## src/logic/tlfm_map.svh

```systemverilog
`ifndef TLFM_MAP_SVH
`define TLFM_MAP_SVH
// ************************************************************
// timebase and supervision times
// ************************************************************
`define TLFM_CLK_HZ 50000000
`define TLFM_TICKS_PER_SEC 10
`define TLFM_TICK_CYC (`TLFM_CLK_HZ / `TLFM_TICKS_PER_SEC)
`define TLFM_T_10S_DS 100
`define TLFM_T_8S_DS 80
`define TLFM_T_1P5S_DS 15
`define TLFM_T_2S_DS 20
`define TLFM_T_T5_DS 100
`define TLFM_FAIL_LIMIT 3
// ************************************************************
// fault codes
// ************************************************************
`define TLFM_CODE_503 10'h1f7
`define TLFM_CODE_504 10'h1f8
`define TLFM_CODE_505 10'h1f9
`define TLFM_CODE_530 10'h212
`define TLFM_CODE_531 10'h213
`define TLFM_CODE_532 10'h214
`define TLFM_CODE_533 10'h215
`define TLFM_CODE_540 10'h21c
`endif

```

## src/logic/tlfm_pkg.sv

```systemverilog
package tlfm_pkg;
   // motor / solenoid enables seen by the monitor
   typedef struct packed {
      logic fuse_motor_on;
      logic exit_fan_on;
      logic cool_fan_on;
      logic exh_fan_on;
      logic fuse_exh_fan_on;
      logic t5_solenoid_on;
      logic t5_lower_on;
      logic t5_lift_on;
      logic t4_lift_on;
      logic t3_lower_on;
      logic t3_lift_on;
   } tlfm_drive_t;
   // sensor and lock inputs (asynchronous pins)
   typedef struct packed {
      logic fuse_motor_lock;
      logic exit_fan_lock;
      logic cool_fan_lock;
      logic exh_fan_lock;
      logic fuse_exh_fan_lock;
      logic t5_lower_limit;
      logic t5_lift_sensor;
      logic t4_upper_limit;
      logic t3_fence_home;
      logic t3_upper_limit;
      logic t3_lift_sensor;
   } tlfm_sense_t;
   typedef struct packed {
      logic valid;
      logic [9:0] code;
      logic [1:0] sub;
   } tlfm_fault_t;
endpackage

```

## src/logic/tlfm_monitor.sv

```systemverilog
`include "tlfm_map.svh"

// What this block does
// - feed-unit tray 3: lift sensor not on 10 s after lift, fault 503-1
// - capacity tray 3: lift sensor no change within 8 s, fault 503-1
// - feed-unit tray 3: lift sensor not off 1.5 s after lowering, failure
// - capacity tray at power-on or tray insert, fence out of home stops lift motor
// - capacity tray: upper limit not released 1.5 s into lowering, failure
// - tray 3 lowering or fence failure three times running gives 503-2
// - tray 4: upper limit not seen 10 s after lift, failure
// - tray 4 lift failure three times running gives 504-2
// - tray 5: lift sensor not on after raising, fault 505-1
// - tray 5: lift sensor not off after lowering, fault 505-1
// - tray 5 at power-on: sensor not on after solenoid, fault 505-1
// - tray 5 lift and lower limit both on at power or door, 505-2
// - fusing exhaust fan no lock within 10 s, fault 530
// - exhaust fan motor no lock within 10 s, fault 531
// - cooling fan motor no lock within 10 s, fault 532
// - paper exit cooling fan no lock within 10 s, fault 533
// - fusing motor no lock within 2 s, fault 540
module tlfm_monitor #(
   parameter int TICK_CYC = `TLFM_TICK_CYC,
   parameter int T5_TIMEOUT_DS = `TLFM_T_T5_DS
) (
   input wire logic clock,
   input wire logic rst_n,
   input wire logic cap_tray_sel,
   input wire logic cap_tray_inserted,
   input wire logic right_door_closed,
   input wire tlfm_pkg::tlfm_drive_t drive,
   input wire tlfm_pkg::tlfm_sense_t sense_pin,
   output logic t3_lift_stop,
   output tlfm_pkg::tlfm_fault_t service_fault_code
);
   import tlfm_pkg::*;

   localparam int NT = 12;
   localparam logic [7:0] LIM_10S = 8'(`TLFM_T_10S_DS);
   localparam logic [7:0] LIM_8S = 8'(`TLFM_T_8S_DS);
   localparam logic [7:0] LIM_1P5 = 8'(`TLFM_T_1P5S_DS);
   localparam logic [7:0] LIM_2S = 8'(`TLFM_T_2S_DS);
   localparam logic [7:0] LIM_T5 = 8'(T5_TIMEOUT_DS);
   localparam logic [1:0] FAIL_LIM = 2'(`TLFM_FAIL_LIMIT);

   // ************************************************************
   // input synchronisers
   // ************************************************************
   logic [12:0] meta_q;
   logic [12:0] sync_q;
   tlfm_sense_t sense;
   logic cap_ins_s;
   logic door_s;

   // pins are asynchronous; the first stage feeds only the second
   always_ff @(posedge clock or negedge rst_n) begin
      if (!rst_n) begin
         meta_q <= 13'h0;
         sync_q <= 13'h0;
      end else begin
         meta_q <= {right_door_closed, cap_tray_inserted, sense_pin};
         sync_q <= meta_q;
      end
   end
   assign sense = sync_q[10:0];
   assign cap_ins_s = sync_q[11];
   assign door_s = sync_q[12];

   // ************************************************************
   // tenth-of-a-second timebase
   // ************************************************************
   logic [31:0] pre_q;
   logic tick;
   assign tick = (pre_q == 32'(TICK_CYC - 1));

   always_ff @(posedge clock or negedge rst_n) begin
      if (!rst_n) begin
         pre_q <= 32'h0;
      end else if (tick) begin
         pre_q <= 32'h0;
      end else begin
         pre_q <= pre_q + 32'h1;
      end
   end

   // ************************************************************
   // supervision timers
   // ************************************************************
   // index: 0 t3 lift, 1 t3 lower, 2 t4 lift, 3 t5 lift, 4 t5 lower,
   // 5 t5 solenoid, 6 fuse exh fan, 7 exh fan, 8 cool fan,
   // 9 exit fan, 10 fuse motor, 11 capacity tray 3 lower (sensor change)
   logic [NT-1:0] en;
   logic [NT-1:0] en_prev_q;
   logic [NT-1:0] resp;
   logic [NT-1:0] armed_q;
   logic [NT-1:0] expire;
   logic [7:0] cnt_q [NT];
   logic [7:0] lim [NT];
   logic t3_lift_start_hi_q;
   logic t3_lower_start_hi_q;
   logic t5_power_on_q;

   assign en = {drive.t3_lower_on & cap_tray_sel,
                drive.fuse_motor_on, drive.exit_fan_on, drive.cool_fan_on,
                drive.exh_fan_on, drive.fuse_exh_fan_on,
                drive.t5_solenoid_on & t5_power_on_q, drive.t5_lower_on,
                drive.t5_lift_on, drive.t4_lift_on, drive.t3_lower_on,
                drive.t3_lift_on};

   // expected answers; capacity tray watches for any change of sensor
   always_comb begin
      resp[0] = cap_tray_sel ? (sense.t3_lift_sensor != t3_lift_start_hi_q)
                             : sense.t3_lift_sensor;
      resp[1] = cap_tray_sel ? !sense.t3_upper_limit
                             : !sense.t3_lift_sensor;
      resp[2] = sense.t4_upper_limit;
      resp[3] = sense.t5_lift_sensor;
      resp[4] = !sense.t5_lift_sensor;
      resp[5] = sense.t5_lift_sensor;
      resp[6] = sense.fuse_exh_fan_lock;
      resp[7] = sense.exh_fan_lock;
      resp[8] = sense.cool_fan_lock;
      resp[9] = sense.exit_fan_lock;
      resp[10] = sense.fuse_motor_lock;
      resp[11] = sense.t3_lift_sensor != t3_lower_start_hi_q;
   end

   // time limits per channel
   always_comb begin
      lim[0] = cap_tray_sel ? LIM_8S : LIM_10S;
      lim[1] = LIM_1P5;
      lim[2] = LIM_10S;
      lim[3] = LIM_T5;
      lim[4] = LIM_T5;
      lim[5] = LIM_T5;
      lim[6] = LIM_10S;
      lim[7] = LIM_10S;
      lim[8] = LIM_10S;
      lim[9] = LIM_10S;
      lim[10] = LIM_2S;
      lim[11] = LIM_8S;
   end

   // capacity tray lift: remember sensor level at motor start
   always_ff @(posedge clock or negedge rst_n) begin
      if (!rst_n) begin
         t3_lift_start_hi_q <= 1'b0;
      end else if (en[0] && !en_prev_q[0]) begin
         t3_lift_start_hi_q <= sense.t3_lift_sensor;
      end
   end

   // capacity tray lowering: same change watch from the level at start
   always_ff @(posedge clock or negedge rst_n) begin
      if (!rst_n) begin
         t3_lower_start_hi_q <= 1'b0;
      end else if (en[11] && !en_prev_q[11]) begin
         t3_lower_start_hi_q <= sense.t3_lift_sensor;
      end
   end

   always_ff @(posedge clock or negedge rst_n) begin
      if (!rst_n) begin
         en_prev_q <= '0;
      end else begin
         en_prev_q <= en;
      end
   end

   // one timer per channel; a rise always restarts, even mid-count
   for (genvar i = 0; i < NT; i++) begin : g_tmr
      assign expire[i] = armed_q[i] && en[i] && (cnt_q[i] >= lim[i]);
      always_ff @(posedge clock or negedge rst_n) begin
         if (!rst_n) begin
            armed_q[i] <= 1'b0;
            cnt_q[i] <= 8'h0;
         end else if (en[i] && !en_prev_q[i]) begin
            armed_q[i] <= 1'b1;
            cnt_q[i] <= 8'h0;
         end else if (!en[i] || resp[i] || expire[i]) begin
            armed_q[i] <= 1'b0;
         end else if (armed_q[i] && tick) begin
            cnt_q[i] <= cnt_q[i] + 8'h1;
         end
      end
   end

   // a good answer ends an attempt successfully
   logic [NT-1:0] success;
   assign success = armed_q & en & resp & ~(en & ~en_prev_q);

   // ************************************************************
   // power-on and insertion events
   // ************************************************************
   logic por_q;
   logic cap_ins_prev_q;
   logic door_prev_q;
   logic cap_ins_rise;
   logic door_rise;

   always_ff @(posedge clock or negedge rst_n) begin
      if (!rst_n) begin
         por_q <= 1'b1;
         cap_ins_prev_q <= 1'b0;
         door_prev_q <= 1'b0;
      end else begin
         if (tick) begin
            por_q <= 1'b0;
         end
         cap_ins_prev_q <= cap_ins_s;
         door_prev_q <= door_s;
      end
   end
   assign cap_ins_rise = cap_ins_s && !cap_ins_prev_q;
   assign door_rise = door_s && !door_prev_q;

   // solenoid check is a power-on only sequence; ends on first release
   always_ff @(posedge clock or negedge rst_n) begin
      if (!rst_n) begin
         t5_power_on_q <= 1'b1;
      end else if (en_prev_q[5] && !drive.t5_solenoid_on) begin
         t5_power_on_q <= 1'b0;
      end
   end

   // fence check: capacity tray fence out at power-on or insertion stops the lift
   logic fence_fail;
   logic fence_fail_q;
   logic fence_evt;
   assign fence_fail = cap_tray_sel && sense.t3_fence_home &&
                       (por_q || cap_ins_rise);

   // one attempt per power-on or insertion; the power-on window spans
   // many cycles and must not count as several attempts
   assign fence_evt = fence_fail && !fence_fail_q;

   always_ff @(posedge clock or negedge rst_n) begin
      if (!rst_n) begin
         fence_fail_q <= 1'b0;
      end else begin
         fence_fail_q <= fence_fail;
      end
   end

   always_ff @(posedge clock or negedge rst_n) begin
      if (!rst_n) begin
         t3_lift_stop <= 1'b0;
      end else if (fence_fail) begin
         t3_lift_stop <= 1'b1;
      end else if (cap_tray_sel && !sense.t3_fence_home) begin
         t3_lift_stop <= 1'b0;
      end
   end

   // upper limit must have been seen at power-on before lowering check
   logic ul_seen_q;
   always_ff @(posedge clock or negedge rst_n) begin
      if (!rst_n) begin
         ul_seen_q <= 1'b0;
      end else if (por_q && sense.t3_upper_limit) begin
         ul_seen_q <= 1'b1;
      end
   end

   // ************************************************************
   // consecutive failure counting
   // ************************************************************
   logic t3_low_fail;
   logic t3_low_ok;
   logic [1:0] t3_fails_q;
   logic [1:0] t4_fails_q;
   logic fire_503_2;
   logic fire_504_2;

   assign t3_low_fail = (expire[1] && (!cap_tray_sel || ul_seen_q)) ||
                        fence_evt;
   assign t3_low_ok = success[1];
   assign fire_503_2 = t3_low_fail && (t3_fails_q == FAIL_LIM - 2'h1);
   assign fire_504_2 = expire[2] && (t4_fails_q == FAIL_LIM - 2'h1);

   // failure wins over a same-cycle success; success clears the run
   always_ff @(posedge clock or negedge rst_n) begin
      if (!rst_n) begin
         t3_fails_q <= 2'h0;
      end else if (t3_low_fail) begin
         t3_fails_q <= fire_503_2 ? t3_fails_q : t3_fails_q + 2'h1;
      end else if (t3_low_ok) begin
         t3_fails_q <= 2'h0;
      end
   end

   always_ff @(posedge clock or negedge rst_n) begin
      if (!rst_n) begin
         t4_fails_q <= 2'h0;
      end else if (expire[2]) begin
         t4_fails_q <= fire_504_2 ? t4_fails_q : t4_fails_q + 2'h1;
      end else if (success[2]) begin
         t4_fails_q <= 2'h0;
      end
   end

   // ************************************************************
   // fault selection and latch
   // ************************************************************
   logic fire_505_2;
   assign fire_505_2 = sense.t5_lift_sensor && sense.t5_lower_limit &&
                       (por_q || door_rise);

   logic hit;
   logic [9:0] hit_code;
   logic [1:0] hit_sub;

   // fixed priority when several faults land in the same cycle
   always_comb begin
      hit = 1'b1;
      hit_code = 10'h0;
      hit_sub = 2'h0;
      if (expire[0] || expire[11]) begin
         hit_code = `TLFM_CODE_503;
         hit_sub = 2'h1;
      end else if (fire_503_2) begin
         hit_code = `TLFM_CODE_503;
         hit_sub = 2'h2;
      end else if (fire_504_2) begin
         hit_code = `TLFM_CODE_504;
         hit_sub = 2'h2;
      end else if (expire[3] || expire[4] || expire[5]) begin
         hit_code = `TLFM_CODE_505;
         hit_sub = 2'h1;
      end else if (fire_505_2) begin
         hit_code = `TLFM_CODE_505;
         hit_sub = 2'h2;
      end else if (expire[6]) begin
         hit_code = `TLFM_CODE_530;
      end else if (expire[7]) begin
         hit_code = `TLFM_CODE_531;
      end else if (expire[8]) begin
         hit_code = `TLFM_CODE_532;
      end else if (expire[9]) begin
         hit_code = `TLFM_CODE_533;
      end else if (expire[10]) begin
         hit_code = `TLFM_CODE_540;
      end else begin
         hit = 1'b0;
      end
   end

   // first fault holds until reset so the cause is never overwritten
   always_ff @(posedge clock or negedge rst_n) begin
      if (!rst_n) begin
         service_fault_code <= '0;
      end else if (hit && !service_fault_code.valid) begin
         service_fault_code <= '{valid: 1'b1, code: hit_code,
                                 sub: hit_sub};
      end
   end
endmodule

```

## config.mk

```make
export PLATFORM = sky130hd
export DESIGN_NAME = tlfm_monitor
export DESIGN_NICKNAME = d
export VERILOG_FILES = /design/src/logic/tlfm_pkg.sv /design/src/logic/tlfm_monitor.sv
export VERILOG_INCLUDE_DIRS = /design/src /design/src/logic
export SDC_FILE = /design/constraint.sdc
export NUM_CORES = 1
export LEC_CHECK = 0
export BUFFER_PORTS_ARGS = -buffer_cell sky130_fd_sc_hd__buf_2
export CORE_AREA = 2 2 178 180
export CTS_CLUSTER_DIAMETER = 40
export DETAILED_ROUTE_END_ITERATION = 6
export DIE_AREA = 0 0 180 182
export MAX_ROUTING_LAYER = met4
export PLACE_DENSITY = 0.56
export SLEW_MARGIN = 20
export SYNTH_ARGS = -nofsm -noshare
export SYNTH_HDL_FRONTEND = slang
export SYNTH_SLANG_ARGS = --single-unit
```

## constraint.sdc

```tcl
create_clock -name clock -period 3.48 [get_ports clock]
set_input_delay 0.696 -clock clock [delete_from_list [all_inputs] [get_ports clock]]
set_output_delay 0.696 -clock clock [all_outputs]
set_load 0.005 [all_outputs]
```

==> metrics.yaml, run 1 <==
synthesis:
  synth_edf_count: 0
  synth-seq-area-share: 0.5530
  synth_area_mm2: 0.009100
  ys_ff_latch: 201
  synth_ff_type: "dfrtp_1"
  ys_types: 60
  async_flop_share: 1.000
  synthCells: 802
  syn_avg_cell_area_um2: 11.35
  synth_nets: 858
  yosysWarnings: 0
grt:
  grt.total_usage: 0.1108
  grt_pass1_vias: 5830
  overflow: 0
  grt_pass1_wl_um: 29470
  grt_max_degree: 77
  antenna_found_initial: 0
clock_network:
  clk_path_buf_depth: 3
  cts-htree-levels: 1
  cts_buffers: 30
  clkTransAtPathRegs_ns: 0.06
  post-cts-setup-buffers: 0
  cts-root-buf: "clkbuf_16"
  clk-insertion-delay-late_ns: 0.55
  cts.repair.resized: 0
  cts_tree: "built"
  clock_sinks: 201
  hold_buffers: 0
final_layout:
  layout.nets: 919
  area.growth.synth_to_final_pct: 19.68
  antennaDiodeCount: 0
  fin_area_mm2: 0.01089
  drive_above_1_share: 0.1612
sta:
  fmax_ghz: 0.4026
  final.period_utilization: 0.7137
  worst_pin_slew_ns: 0.7546
  slew_headroom: 0.4959
  period_minus_slack_ns: 2.484
  final_max_slew_viol_count: 0
  fin_tns_setup_ns: 0
  fin_skew_ns: 0.02113
  setup_viol: 0
  hold_violations: 0
  rsz0062_at_grt: "false"
floorplanning:
  rows: 65
  initial_core_util: 0.2937
  io_pins: 41
  die_w_um: 180
  design.die.area_mm2: 0.03276
  core-area_mm2: 0.03099
  die_h_um: 182
worst_setup_path:
  setup.worst_path.start_class: "flop"
  critical-path-max-stage-delay_ns: 0.55
  criticalPathCategory: "flop to flop"
  arrival_ns: 2.93
  cp.required_ns: 3.93
  crit_path_end_kind: "flop"
  path_cells: "ha_1, nor4b_2, a22oi_1, a2111oi_4, nand4_1, or3_1, a21oi_1"
  slowest_stage: "a2111oi_4"
  reg2reg_depth: 7
  critPathMaxFanout: 7
power:
  pwr-share-comb: 0.029
  p_seq_frac: 0.417
  vdd_drop_max_uv: 342.7
  netSwitchingFraction: 0.2155
  switchingPower_w: 0.001245
  intPower_w: 0.004532
  finalPower_w: 0.005777
  p_leak_nw: 5.182
  powerDensity_mw_per_mm2: 530.5
  p_clk_frac: 0.554
placed_design:
  place.gp.congestion: 0.7485
  place_area_mm2: 0.009796
  port_buffers: 40
  dpl.hpwl_um: 11380
routing:
  final_antenna_net_count: 0
  via_per_inst: 4.518
  drt-total-wl_um: 17170
  drt-initial-drc-count: 268
  vias: 5824
  firstDrtPassIters: 7
  wl_per_cell_um: 13.32
  drcViolationCount: 0
flow_run:
  drv_cap: 0
outcome:
  outcome: "finished, final reports clean"
min_path:
  worst_hold_path_type: "input port to async pin"
synthesized netlist by cell type, types with 4 or more instances:
library cell / instances / share of area
xor2_1: 56 / 0.054
a41oi_1: 10 / 0.0096
ha_1: 29 / 0.040
nand2_1: 52 / 0.021
mux2_2: 6 / 0.0074
dfrtp_1: 199 / 0.55
and2_1: 11 / 0.0076
buf_4: 5 / 0.0041
nor2_1: 103 / 0.042
o21ai_0: 13 / 0.0071
nand2b_1: 9 / 0.0062
inv_1: 39 / 0.016
xnor2_1: 30 / 0.029
or4_4: 6 / 0.0074
mux2i_1: 10 / 0.011
nor2b_1: 28 / 0.019
nor4b_2: 4 / 0.0066
o21bai_1: 6 / 0.0049
nand3_1: 20 / 0.011
nor4_1: 4 / 0.0027
or2_2: 4 / 0.0027
or3_1: 4 / 0.0027
nor4_4: 10 / 0.023
o311a_1: 8 / 0.0088
and3_1: 18 / 0.012
clkbuf_1: 12 / 0.0049
a21oi_1: 15 / 0.0082
nand4_1: 36 / 0.025
nor3_1: 9 / 0.0049
worst max-delay path: cells and delay by family, from the launching register on:
kind,cells,cell delay (ns)
AO/OA/AOI/OAI,3,0.88
adder cells (fa/ha/maj),1,0.23
flip-flops,1,0.43
AND/OR/NAND/NOR,3,0.85
sequential cells by signal (all words and copies together) (netlist names):
signal	flops
cnt_q	96
pre_q	32
meta_q	13
sync_q	13
armed_q	12
en_prev_q	12
service_fault_code	10
t3_fails_q	2
t4_fails_q	2
cap_ins_prev_q	1
door_prev_q	1
fence_fail_q	1
por_q	1
t3_lift_start_hi_q	1
t3_lift_stop	1
t3_lower_start_hi_q	1
t5_power_on_q	1
ul_seen_q	1
cells by family after synthesis:
family,after synthesis,share of synthesized area
AND/OR/NAND/NOR,334,0.2152
multiplexers,16,0.01842
AO/OA/AOI/OAI,79,0.06435
buffers and inverters,57,0.02640
adder cells (fa/ha/maj),29,0.03987
XOR/XNOR,86,0.08277
flip-flops,201,0.5530
layer usage:
metal	wire (um)	share of wire	global-route usage
met2	7424	0.43	0.1634
met3	793	0.046	0.02166
met1	8597	0.50	0.1548
met4	358	0.021	0.03154
met5	0	0	-
cell type report:
type | instances | area, um2
clock buffer | 35 | 789.5
fill | 3052 | 20100
multi-input combinational | 544 | 3827
tap | 402 | 503.0
timing repair buffer | 47 | 286.5
inverter | 39 | 146.4
clock inverter | 21 | 305.3
sequential | 201 | 5032
placed cells by master (no fill, tap or decap), types with 11 or more instances in the layout:
cell         n
buf_2       39
nand3_1     20
a21oi_1     15
inv_1       39
dfrtp_1    199
nand4_1     36
xor2_1      56
ha_1        29
o21ai_0     13
clkbuf_16   30
and2_1      11
nand2_1     52
xnor2_1     30
and3_1      18
nor2b_1     28
nor2_1     103
final timing paths:
check,from,endpoint,slack (ns)
hold reg to reg,meta_q[12]$_DFF_PN0_,sync_q[12]$_DFF_PN0_,0.33
hold / removal,rst_n,cnt_q[66]$_DFFE_PN0P_,0.17
min in group clock,sense_pin[4],meta_q[4]$_DFF_PN0_,0.25
max in group asynchronous,rst_n,por_q$_DFFE_PN1N_,2.47
setup reg to reg,cnt_q[93]$_DFFE_PN0P_,cnt_q[92]$_DFFE_PN0P_,1.0
setup / recovery,cnt_q[93]$_DFFE_PN0P_,cnt_q[92]$_DFFE_PN0P_,1.0
metrics by stage:
step	hold slack (ns)	setup WS (ns)	util	instances
3_5_place_dp	0.3347	0.5170	0.3161	1233
6_report	0.1734	0.9963	0.3515	1289
5_1_grt	0.2085	0.7912	0.3515	1289
3_3_place_gp	0.3326	0.5524	0.3161	1233
4_1_cts	0.1859	0.9771	0.3515	1289
2_1_floorplan	0.3312	0.9704	-	802
power groups by stage:
stage               registers (W)  clock network, W  logic [W]
floorplan                 0.00244                 0  0.0000819
global placement          0.00245                 0   0.000172
detailed placement        0.00245                 0   0.000173
CTS                       0.00241           0.00329   0.000174
global route              0.00241           0.00341   0.000197
finish                    0.00241           0.00320   0.000167
Note: power is estimated with default switching activity, not from simulation.
==> inputs of run 2 (changes only) <==
Settings changed: PLACE_DENSITY 0.56 to 0.58.
Clock period 3.48 ns to 2.1 ns, I/O delays scaled along.
==> run 2 against run 1 <==
The flow now finishes with violations (negative setup slack). Die area is the same. Clock power grew 41%. Sequential power grew 66%.
==> metrics.yaml, run 2 (same netlist as run 1, synthesis figures left out) <==
worst_setup_path:
  path_cells: "ha_4, nor4b_4, a22oi_2, a2111oi_4, nand4_1, or3_1, a21oi_1"
  slowest_stage: "dfrtp_1"
  criticalPathCategory: "flop to flop"
  setup.worst_path.start_class: "flop"
  reg2reg_depth: 7
  arrival_ns: 2.58
  critPathTopFamily: "simple AND/OR/NAND/NOR gates"
  critical-path-max-stage-delay_ns: 0.41
  path_buf_inv: 0
  crit_path_end_kind: "flop"
  cp.required_ns: 2.56
  critPathMaxFanout: 4
  cp_num_cells: 7
routing:
  drt-initial-drc-count: 294
  drt-total-wl_um: 18700
  firstDrtPassIters: 4
  final_antenna_net_count: 0
  via_per_inst: 4.443
  wl_per_cell_um: 13.26
  vias: 6265
  drcViolationCount: 0
final_layout:
  largest_reg_flops: 96
  mostFrequentLayoutCells: "dfrtp_1 (199), nor2_1 (100), buf_4 (96)"
  layout.nets: 1042
  drive_above_1_share: 0.2817
  fin_util: 0.3899
  fill_cells: 2997
  reg_top3: "cnt_q (96), pre_q (32)"
  instances_no_fill: 1410
  antennaDiodeCount: 0
  layout_commonest_cell: "dfrtp_1"
  largest-register: "cnt_q"
  area.growth.synth_to_final_pct: 32.78
floorplanning:
  design.die.area_mm2: 0.03276
  die_h_um: 182
  rows: 65
  io_pins: 41
  die_w_um: 180
  initial_core_util: 0.2937
  core-area_mm2: 0.03099
grt:
  antenna_found_initial: 0
  overflow: 0
  grt_pass1_vias: 6287
  grt_pass1_wl_um: 31530
  grt.total_usage: 0.1178
  grt_max_degree: 48
power:
  netSwitchingFraction: 0.2297
  switchingPower_w: 0.002033
  intPower_w: 0.006820
  powerDensity_mw_per_mm2: 732.7
  p_seq_frac: 0.451
  vdd_drop_max_uv: 618.0
  pwr-share-comb: 0.039
  p_leak_nw: 5.854
  p_clk_frac: 0.510
placed_design:
  port_buffers: 40
  place.gp.congestion: 0.7973
  place_inst: 1317
  dpl.hpwl_um: 12700
sta:
  final_max_slew_viol_count: 0
  period_minus_slack_ns: 2.117
  fin_skew_ns: 0.01320
  final.period_utilization: 1.008
  final.setup.worst_slack_ns: -0.01691
  setup_viol: 1
  hold_slack_ns: 0.04099
  fmax_ghz: 0.4724
  slew_headroom: 0.5614
  rsz0062_at_grt: "true"
  worst_pin_slew_ns: 0.6566
  hold_violations: 0
min_path:
  worst_hold_path_type: "input port to flop"
  min_path_cells: 1
clock_network:
  cts_tree: "built"
  clock_sinks: 201
  cts_buffers: 28
  clk-insertion-delay-late_ns: 0.55
  clk_path_buf_depth: 3
  clkTransAtPathRegs_ns: 0.05
  cts-root-buf: "clkbuf_16"
  cts-htree-levels: 1
flow_run:
  drv_cap: 0
outcome:
  violations: "negative setup slack"
  outcome: "complete, but fails checks"
-- run 2: cell count changes in the layout (fill, tap and decap cells not counted), sizes merged --
cell	change
buf	+103
bufinv	-5
clkbuf	+2
clkinv	+4
clkinvlp	-3
dlygate4sd3	+21
inv	-1
-- run 2: metal layers --
metal | track usage | part of all wire | vias up
met3 | 0.02066 | 0.028 | 31
met1 | 0.1606 | 0.49 | 3033
met2 | 0.1831 | 0.46 | 59
met5 | - | 0 | -
li1 | - | - | 3142
met4 | 0.02764 | 0.020 | 0
-- run 2: path summary, 6_finish.rpt --
check                                    endpoint  slack [ns]                  start
setup reg to reg            cnt_q[92]$_DFFE_PN0P_       -0.02  cnt_q[92]$_DFFE_PN0P_
max in group asynchronous       por_q$_DFFE_PN1N_        1.08                  rst_n
hold reg to reg               sync_q[1]$_DFF_PN0_        0.34    meta_q[1]$_DFF_PN0_
min in group asynchronous  armed_q[9]$_DFFE_PN0P_        0.39                  rst_n
setup / recovery            cnt_q[92]$_DFFE_PN0P_       -0.02  cnt_q[92]$_DFFE_PN0P_
hold / removal             en_prev_q[4]$_DFF_PN0_        0.04               drive[4]
-- run 2: per-stage QoR --
stage                     worst slack [ns]  total power, W  cell area [um2]  TNS (ns)
after global routing               -0.1436        0.009237            12080    -3.315
after CTS                         -0.04422        0.008987            11660  -0.05569
final                             -0.01691        0.008853            12080  -0.01691
after detailed placement           -0.2904        0.004377            10490    -2.994
after global placement             -0.2459        0.004372            10490    -1.651
after floorplan                   -0.03128        0.004188             9141  -0.03128
-- run 2: power by group through the flow --
stage | Clock [W] | Sequential [W] | Combinational, W
3_3_place_gp | 0 | 0.00406 | 0.000316
3_5_place_dp | 0 | 0.00406 | 0.000319
5_1_grt | 0.00484 | 0.00400 | 0.000397
4_1_cts | 0.00464 | 0.00399 | 0.000354
6_report | 0.00451 | 0.00399 | 0.000348
2_1_floorplan | 0 | 0.00405 | 0.000140
-- run 2: final cells by class --
type | count | area, um2 | area share
clock buffers | 36 | 760.7 | 0.06296
clock inverters | 16 | 156.4 | 0.01294
inverters | 39 | 158.9 | 0.01315
multi-input cells | 544 | 4096 | 0.3390
flip-flops and latches | 201 | 5032 | 0.4165
well taps | 402 | 503.0 | 0.04163
repair buffers | 172 | 1375 | 0.1138
-- run 2: repair_timing --
action | CTS | global route
endpoints found under the hold margin | 60 | 0
gates resized for setup | 4 | 60
hold buffers | 21 | 0
setup endpoints to repair | 11 | 73
gates cloned | 0 | 1
setup buffers | 2 | 18
pin swaps | 6 | 35
